`config.mk`:
```
export PLATFORM = sky130hd
export DESIGN_NAME = ahrs_regs
export DESIGN_NICKNAME = d
export VERILOG_FILES = /design/src/core/ahrs_pkg.sv /design/src/core/ahrs_regs.sv
export SDC_FILE = /design/constraint.sdc
export NUM_CORES = 1
export LEC_CHECK = 0
export BUFFER_PORTS_ARGS = -buffer_cell sky130_fd_sc_hd__buf_2
export CAP_MARGIN = 0
export CORE_ASPECT_RATIO = 1.1
export CORE_UTILIZATION = 40
export CTS_BUF_LIST = sky130_fd_sc_hd__clkbuf_4
export DETAILED_ROUTE_END_ITERATION = 10
export SLEW_MARGIN = 20
export SYNTH_ARGS = -nofsm -noshare
export SYNTH_HDL_FRONTEND = slang
export SYNTH_SLANG_ARGS = --single-unit
```
`constraint.sdc`:
```
create_clock -name pclk -period 3.65 [get_ports pclk]
set_input_delay 0.1825 -clock pclk [delete_from_list [all_inputs] [get_ports pclk]]
set_output_delay 0.1825 -clock pclk [all_outputs]
set_load 0.05 [all_outputs]
```
`src/core/ahrs_pkg.sv`:
```
// Package: register map, health word layout and timing for the AHRS readout block
package ahrs_pkg;
   // Printed offsets are register indices; byte address is index times four
   localparam logic [7:0] IDX_MAG_OFF_X = 8'h18;
   localparam logic [7:0] IDX_MAG_OFF_Y = 8'h19;
   localparam logic [7:0] IDX_MAG_OFF_Z = 8'h1a;
   localparam logic [7:0] IDX_HEALTH = 8'h55;
   localparam logic [7:0] IDX_RATE_XY = 8'h56;
   localparam logic [7:0] IDX_RATE_Z = 8'h57;
   localparam logic [7:0] IDX_RATE_TIME = 8'h58;
   localparam logic [7:0] IDX_ACC_XY = 8'h59;
   localparam logic [7:0] IDX_ACC_Z = 8'h5a;
   localparam logic [7:0] IDX_ACC_TIME = 8'h5b;
   localparam logic [7:0] IDX_FLD_XY = 8'h5c;
   localparam logic [7:0] IDX_FLD_Z = 8'h5d;
   localparam logic [7:0] IDX_FLD_TIME = 8'h5e;
   // Health word field positions
   localparam int HL_USED_LSB = 26;
   localparam int HL_PREC_LSB = 16;
   localparam int HL_VIS_LSB = 10;
   localparam int HL_OVF_BIT = 8;
   localparam int HL_FNORM_BIT = 5;
   localparam int HL_GNORM_BIT = 4;
   localparam int HL_ACC_INIT_BIT = 3;
   localparam int HL_RATE_INIT_BIT = 2;
   localparam int HL_FLD_INIT_BIT = 1;
   localparam int HL_RXTO_BIT = 0;
   localparam int HL_RES_HI_BIT = 9;
   localparam int HL_RES_LO_LSB = 6;
   // Reset values
   localparam logic [31:0] RST_WORD = 32'h0000_0000;
   // Receiver timeout: two seconds at 100 MHz
   localparam longint RXTO_MS = 2000;
   localparam longint CLK_HZ = 100000000;
   localparam longint RXTO_CYCLES = (RXTO_MS * CLK_HZ) / 1000;
endpackage

```
`src/core/ahrs_regs.sv`:
```
// AHRS health, hard-iron offset and raw sensor register block with APB slave
// Operation
// Three RW float hard-iron offset registers
// Health bits 31:26 satellites used count
// Health bits 25:16 precision times ten
// Health bits 15:10 satellites visible count
// Set overrun flag when broadcast exceeds baud
// Set field norm fault flag
// Set gravity norm fault flag
// Separate start-up failure bits per sensor
// Receiver timeout after two seconds, packet clears
// Health bits 9, 7:6 reserved zero
// Rate xy: x upper, y lower
// Rate z upper half, lower reserved
// Acceleration xy: x upper, y lower
// Acceleration z upper half, lower reserved
// Field xy: x upper, y lower
// Field z upper half, lower reserved
// Rate sample timestamp float register
// Acceleration sample timestamp float register
// Field sample timestamp float register
// Sample and timestamp update together
// Writes to read-only registers ignored
`timescale 1ns/1ps
module ahrs_regs #(
   parameter longint RXTO_LIMIT = ahrs_pkg::RXTO_CYCLES
) (
   input wire logic pclk,
   input wire logic presetn,
   input wire logic psel,
   input wire logic penable,
   input wire logic pwrite,
   input wire logic [11:0] paddr,
   input wire logic [31:0] pwdata,
   input wire logic [3:0] pstrb,
   output logic [31:0] prdata,
   output logic pready,
   output logic pslverr,
   input wire logic [5:0] satellites_used_count,
   input wire logic [9:0] horizontal_precision_field,
   input wire logic [5:0] satellites_visible_count,
   input wire logic receiver_fix_valid,
   input wire logic receiver_packet_stb,
   input wire logic tx_rate_overrun_flag,
   input wire logic field_norm_fault_flag,
   input wire logic gravity_norm_fault_flag,
   input wire logic accel_init_fail,
   input wire logic rate_init_fail,
   input wire logic field_init_fail,
   input wire logic rate_sample_stb,
   input wire logic [15:0] rate_x,
   input wire logic [15:0] rate_y,
   input wire logic [15:0] rate_z,
   input wire logic [31:0] rate_time,
   input wire logic accel_sample_stb,
   input wire logic [15:0] accel_x,
   input wire logic [15:0] accel_y,
   input wire logic [15:0] accel_z,
   input wire logic [31:0] accel_time,
   input wire logic field_sample_stb,
   input wire logic [15:0] field_x,
   input wire logic [15:0] field_y,
   input wire logic [15:0] field_z,
   input wire logic [31:0] field_time,
   output logic [31:0] magnetic_offset_x,
   output logic [31:0] magnetic_offset_y,
   output logic [31:0] magnetic_offset_z,
   output logic receiver_timeout_flag
);
   import ahrs_pkg::*;

   localparam logic [31:0] RXTO_LAST = 32'(RXTO_LIMIT - 1);

   // Register index from byte address; word aligned only
   function automatic logic [7:0] reg_index(input logic [11:0] addr);
      reg_index = addr[9:2];
   endfunction

   // Merge write data into a word under byte strobes
   function automatic logic [31:0] strb_merge(input logic [31:0] old, input logic [31:0] wd, input logic [3:0] st);
      logic [31:0] r;
      r = old;
      for (int b = 0; b < 4; b++) begin
         if (st[b]) begin
            r[b*8 +: 8] = wd[b*8 +: 8];
         end
      end
      strb_merge = r;
   endfunction

   // Aligned and inside the index window; an erroring address must never reach a register
   function automatic logic addr_ok(input logic [11:0] addr);
      addr_ok = (addr[1:0] == 2'b00) && (addr[11:10] == 2'b00);
   endfunction

   logic [31:0] mag_off_q [3];
   logic [31:0] health_q;
   logic [31:0] health_d;
   logic [31:0] rate_xy_q;
   logic [31:0] rate_z_q;
   logic [31:0] rate_time_q;
   logic [31:0] acc_xy_q;
   logic [31:0] acc_z_q;
   logic [31:0] acc_time_q;
   logic [31:0] fld_xy_q;
   logic [31:0] fld_z_q;
   logic [31:0] fld_time_q;
   logic [31:0] rxto_cnt_q;
   logic rxto_q;
   logic [31:0] prdata_d;
   logic pslverr_d;
   logic access;
   logic [7:0] idx;
   logic wr_ok;

   // Setup detect, index, and a write qualifier that no misaligned or out-of-window address passes
   assign access = psel & ~penable;
   assign idx = reg_index(paddr);
   assign wr_ok = psel & penable & pready & pwrite & addr_ok(paddr);

   // Hard-iron offsets: the only host-writable words
   generate
      for (genvar a = 0; a < 3; a++) begin : g_off
         always_ff @(posedge pclk or negedge presetn) begin
            if (!presetn) begin
               mag_off_q[a] <= RST_WORD;
            end else if (wr_ok && idx == IDX_MAG_OFF_X + 8'(a)) begin
               mag_off_q[a] <= strb_merge(mag_off_q[a], pwdata, pstrb);
            end
         end
      end
   endgenerate

   assign magnetic_offset_x = mag_off_q[0];
   assign magnetic_offset_y = mag_off_q[1];
   assign magnetic_offset_z = mag_off_q[2];

   // Receiver silence counter; a packet restarts it and clears the flag
   always_ff @(posedge pclk or negedge presetn) begin
      if (!presetn) begin
         rxto_cnt_q <= 32'h0000_0000;
         rxto_q <= 1'b0;
      end else if (receiver_packet_stb) begin
         rxto_cnt_q <= 32'h0000_0000;
         rxto_q <= 1'b0;
      end else if (rxto_cnt_q >= RXTO_LAST) begin
         rxto_q <= 1'b1;
      end else begin
         rxto_cnt_q <= rxto_cnt_q + 32'h0000_0001;
      end
   end

   assign receiver_timeout_flag = rxto_q;

   // Next health word; satellite fields hold their last report while no fix is valid
   always_comb begin
      health_d = health_q;
      if (receiver_fix_valid) begin
         health_d[HL_USED_LSB +: 6] = satellites_used_count;
         health_d[HL_PREC_LSB +: 10] = horizontal_precision_field;
         health_d[HL_VIS_LSB +: 6] = satellites_visible_count;
      end
      health_d[HL_RES_HI_BIT] = 1'b0;
      health_d[HL_RES_LO_LSB +: 2] = 2'b00;
      health_d[HL_OVF_BIT] = tx_rate_overrun_flag;
      health_d[HL_FNORM_BIT] = field_norm_fault_flag;
      health_d[HL_GNORM_BIT] = gravity_norm_fault_flag;
      health_d[HL_ACC_INIT_BIT] = accel_init_fail;
      health_d[HL_RATE_INIT_BIT] = rate_init_fail;
      health_d[HL_FLD_INIT_BIT] = field_init_fail;
      health_d[HL_RXTO_BIT] = rxto_q;
   end

   // Health word register; flags lag their inputs by one cycle
   always_ff @(posedge pclk or negedge presetn) begin
      if (!presetn) begin
         health_q <= RST_WORD;
      end else begin
         health_q <= health_d;
      end
   end

   // Rate sample and timestamp captured on one strobe so they never mismatch
   always_ff @(posedge pclk or negedge presetn) begin
      if (!presetn) begin
         rate_xy_q <= RST_WORD;
         rate_z_q <= RST_WORD;
         rate_time_q <= RST_WORD;
      end else if (rate_sample_stb) begin
         rate_xy_q <= {rate_x, rate_y};
         rate_z_q <= {rate_z, 16'h0000};
         rate_time_q <= rate_time;
      end
   end

   // Acceleration sample and timestamp
   always_ff @(posedge pclk or negedge presetn) begin
      if (!presetn) begin
         acc_xy_q <= RST_WORD;
         acc_z_q <= RST_WORD;
         acc_time_q <= RST_WORD;
      end else if (accel_sample_stb) begin
         acc_xy_q <= {accel_x, accel_y};
         acc_z_q <= {accel_z, 16'h0000};
         acc_time_q <= accel_time;
      end
   end

   // Magnetic field sample and timestamp
   always_ff @(posedge pclk or negedge presetn) begin
      if (!presetn) begin
         fld_xy_q <= RST_WORD;
         fld_z_q <= RST_WORD;
         fld_time_q <= RST_WORD;
      end else if (field_sample_stb) begin
         fld_xy_q <= {field_x, field_y};
         fld_z_q <= {field_z, 16'h0000};
         fld_time_q <= field_time;
      end
   end

   // Read mux; writes to read-only words are dropped without error
   always_comb begin
      prdata_d = 32'h0000_0000;
      pslverr_d = 1'b0;
      case (idx)
         IDX_MAG_OFF_X: prdata_d = mag_off_q[0];
         IDX_MAG_OFF_Y: prdata_d = mag_off_q[1];
         IDX_MAG_OFF_Z: prdata_d = mag_off_q[2];
         IDX_HEALTH: prdata_d = health_q;
         IDX_RATE_XY: prdata_d = rate_xy_q;
         IDX_RATE_Z: prdata_d = rate_z_q;
         IDX_RATE_TIME: prdata_d = rate_time_q;
         IDX_ACC_XY: prdata_d = acc_xy_q;
         IDX_ACC_Z: prdata_d = acc_z_q;
         IDX_ACC_TIME: prdata_d = acc_time_q;
         IDX_FLD_XY: prdata_d = fld_xy_q;
         IDX_FLD_Z: prdata_d = fld_z_q;
         IDX_FLD_TIME: prdata_d = fld_time_q;
         default: pslverr_d = 1'b1; // Unmapped index; misaligned addresses are caught by the addr_ok check below
      endcase
      if (!addr_ok(paddr)) begin
         pslverr_d = 1'b1;
      end
      if (pslverr_d) begin
         prdata_d = 32'h0000_0000; // Error answers carry no data
      end
      if (pwrite) begin
         prdata_d = 32'h0000_0000;
      end
   end

   // APB answer registered in setup, so access phase always has one wait-free cycle
   always_ff @(posedge pclk or negedge presetn) begin
      if (!presetn) begin
         prdata <= 32'h0000_0000;
         pready <= 1'b0;
         pslverr <= 1'b0;
      end else begin
         pready <= access;
         prdata <= access ? prdata_d : 32'h0000_0000;
         pslverr <= access & pslverr_d;
      end
   end
endmodule

```
==> results.yml <==
timing:
  clock.fmax_mhz: 298
  fin_skew_ns: 0.0529
  fin_crit_sh_pct: 92.1
  worst_pin_slew_ns: 0.964
  rsz0062_at_grt: "no"
  finalSetupViolCount: 0
  fin_tns_setup_ns: 0
  slew-limit-headroom_pct: 35.8
  period_needed_ns: 3.36
  final_max_slew_viol_count: 0
  hold_violations: 0
  whs_ns: 0.0872
yosys:
  ys_seq_area_share_pct: 56.6
  netlist_area_um2: 19100
  async_flop_share_pct: 100
  avgSynthCellArea_um2: 12.9
  ys_warn_count: 0
  synth_cell_types: 63
  synth_flop_cell: "dfrtp_1"
  synthCells: 1485
  synth_edf_count: 0
  synth-seq-cells: 432
  syn-num-nets: 1812
cells_and_area:
  final_area_um2: 28000
  n_fill_cell: 3842
  fin_nets: 2755
  post-route-util_pct: 59.6
  syn_to_final_growth_pct: 46.3
  drive_gt1_share_pct: 43.3
routing:
  vias: 17300
  drcViolationCount: 0
  dr.pass1.iters: 6
  wirelength_um: 75700
  ant_nets: 0
  vias_per_cell: 5.47
  wire_per_inst_um: 24.0
  drt_first_iter_violations: 1355
clock_tree:
  root_buffer: "clkbuf_4"
  cts-hold-fix-buffers: 418
  cts-resized-gates: 0
  h-tree-depth: 3
  cts_tree: "yes"
  path_clk_slew_ns: 0.06
  cts.sinks: 432
  numCtsBuffers: 115
  clk_latency_ns: 0.86
  post_cts_buffers: 0
  cts_buffer_depth: 3
floorplan:
  die_x_um: 210
  core_um2: 46900
  pin_count: 457
  fp.dieH_um: 231
  initial_utilization_pct: 40.7
  rows: 83
  dieArea_um2: 48700
setup_path:
  crit_path_max_incr_delay_ns: 0.87
  cp_max_fo: 27
  r2r_start: "pready"
  r2r_slack_ns: 1.01
  cp.buffers_inverters: 3
  setup.worst_path.start_class: "primary input"
  endpoint_kind: "flop"
  cp.arrival_ns: 4.05
  cp_slowest_cell: "or3_2"
  crit_family: "simple AND/OR/NAND/NOR gates"
  path_class: "in -> reg"
  r2r-end: "magnetic_offset_x[2]"
  crit_chain: "dlygate4sd3_1 -> buf_2 -> or3b_1 -> or3_2 -> nor3_4 -> nand2_2 -> mux2_1 -> dlygate4sd3_1"
  reg2reg_depth: 6
  cp.required_ns: 4.34
  cp_common_cell: "dlygate4sd3_1"
place:
  port-buffer-count: 456
  dpl.hpwl_um: 49200
  gp_congestion: 0.946
  dpl_cell_area_um2: 22300
hold_path:
  min_from: "accel_sample_stb"
  hold_path_depth: 2
  hold_class: "in -> reg"
  whs_endpoint: "acc_xy_q[8]"
power:
  power.density_nw_per_um2: 396
  irDropWorstVdd_mv: 0.226
  leakagePower_nw: 13.0
flow_run:
  drv_cap: 0
global_routing:
  grt_max_degree: 98
  grt_pass1_wl_um: 112000
  antenna_found_initial: 1
  grt_util_all_layers_pct: 31.1
  first_global_vias: 18600
  gr-total-overflow: 0
outcome:
  outcome: "complete, no violations"
## cells in the mapped netlist, types with 4 or more instances
| master | number | area (um^2) |
|---|---|---|
| buf_1 | 10 | 37.5 |
| a21oi_1 | 56 | 280 |
| nor2_1 | 74 | 278 |
| a221oi_1 | 9 | 78.8 |
| o21ai_0 | 24 | 120 |
| mux2_1 | 5 | 56.3 |
| a211oi_1 | 4 | 30.0 |
| and3_1 | 4 | 25.0 |
| a222oi_1 | 9 | 90.1 |
| inv_1 | 6 | 22.5 |
| xor2_1 | 8 | 70.1 |
| dfrtp_1 | 432 | 10800 |
| xnor2_1 | 14 | 123 |
| nand4_1 | 11 | 68.8 |
| nor2b_1 | 15 | 93.8 |
| a41oi_1 | 5 | 43.8 |
| nor4_1 | 13 | 81.3 |
| mux2i_1 | 45 | 450 |
| nand2_1 | 62 | 233 |
| nor3_1 | 22 | 110 |
| a31oi_1 | 23 | 144 |
| nand2_2 | 12 | 75.1 |
| nand3b_1 | 6 | 45.0 |
| a22oi_1 | 41 | 308 |
| nand3_1 | 30 | 150 |
| a22o_1 | 6 | 52.6 |
| o32ai_1 | 9 | 78.8 |
| o22ai_1 | 14 | 87.6 |
| clkbuf_1 | 78 | 293 |
| a32oi_1 | 6 | 52.6 |
| mux2_2 | 369 | 4160 |
| nand2b_1 | 7 | 43.8 |
## cell usage in the layout, fill, tap and decap left out, types with 13 or more instances in the layout
| cell | n |
|---|---|
| dlygate4sd3_1 | 417 |
| a22oi_1 | 41 |
| o21ai_0 | 24 |
| o22ai_1 | 14 |
| clkbuf_4 | 181 |
| clkinv_1 | 16 |
| nand2_1 | 61 |
| mux2_2 | 369 |
| nor4_1 | 13 |
| nor2b_1 | 13 |
| nor3_1 | 21 |
| a21oi_1 | 56 |
| buf_4 | 44 |
| a31oi_1 | 23 |
| mux2i_1 | 45 |
| dfrtp_1 | 432 |
| nor2_1 | 68 |
| nand3_1 | 30 |
| buf_2 | 450 |
| xnor2_1 | 14 |
| nand2_2 | 13 |
## per-stage QoR
step / instances / worst slack, ns / total power, mW
after floorplan: 1485 / 1.56 / 5.82
after global placement: 2530 / 0.610 / 6.35
after detailed placement: 2530 / 0.563 / 6.38
after CTS: 3150 / 0.466 / 11.1
after global routing: 3151 / 0.292 / 11.6
final: 3152 / 0.290 / 11.1
## how the worst max path moves through the flow
stage                     depth (start not counted)                    end  startpoint  slack (ns)
after floorplan                                   7   magnetic_offset_x[0]    paddr[7]        1.56
after global placement                            6  magnetic_offset_z[20]    paddr[7]        0.61
after detailed placement                          6  magnetic_offset_z[16]    paddr[7]        0.56
after CTS                                         8   magnetic_offset_x[2]    paddr[7]        0.47
after global routing                              8   magnetic_offset_x[2]    paddr[7]        0.29
final                                             8   magnetic_offset_x[2]    paddr[7]        0.29
## worst register-to-register path, delay by kind of cell, from the launching register on
kind / cells / cell delay [ns]
simple gates: 4 / 1.22
buf+inv: 1 / 0.57
mux: 1 / 0.36
flops: 1 / 0.34
## kinds of logic (layout without fill, tap and decap cells)
kind of cell,count (synthesis),after routing,share of synthesized area (%)
mux,422,422,24.7
other cells,0,2,0
fa+ha+maj,1,1,0.0654
compound gates,227,227,8.04
buf+inv,97,1125,1.92
simple gates,284,284,7.66
xor+xnor,22,22,1.01
flops,432,432,56.6
## where the power goes
part           switching [mW]  internal [mW]  leakage, nW  total, mW
registers               0.180           5.09         5.42       5.27
logic                   0.636          0.824         6.68       1.46
clock network            2.06           2.29        0.885       4.36
total                    2.88           8.20         13.0       11.1
## sequential cells by signal, summed over array words and instances, names as in the netlist, 29 cells and up
register / flops
fld_time_q: 32
acc_time_q: 32
acc_xy_q: 32
magnetic_offset_x: 32
rxto_cnt_q: 32
rate_xy_q: 32
fld_xy_q: 32
magnetic_offset_y: 32
rate_time_q: 32
prdata: 32
magnetic_offset_z: 32
health_q: 29
## metal layers
layer / routed length [um] / global-route usage [%]
met1: 29700 / 37.6
met2: 37500 / 53.1
met3: 5060 / 6.15
met4: 3400 / 15.6
met5: 0 / 0
## cell type report
class                           count  area, um^2  area share (%)
Antenna cell                        2        5.00          0.0179
Clock buffer                      181        1360            4.86
Clock inverter                     21         110           0.394
Inverter                            6        22.5          0.0805
Multi-Input combinational cell    956        7980            28.5
Sequential cell                   432       10800            38.7
Tap cell                          637         797            2.85
Timing Repair Buffer              917        6880            24.6
No activity file was read; power rests on OpenSTA's default activity.
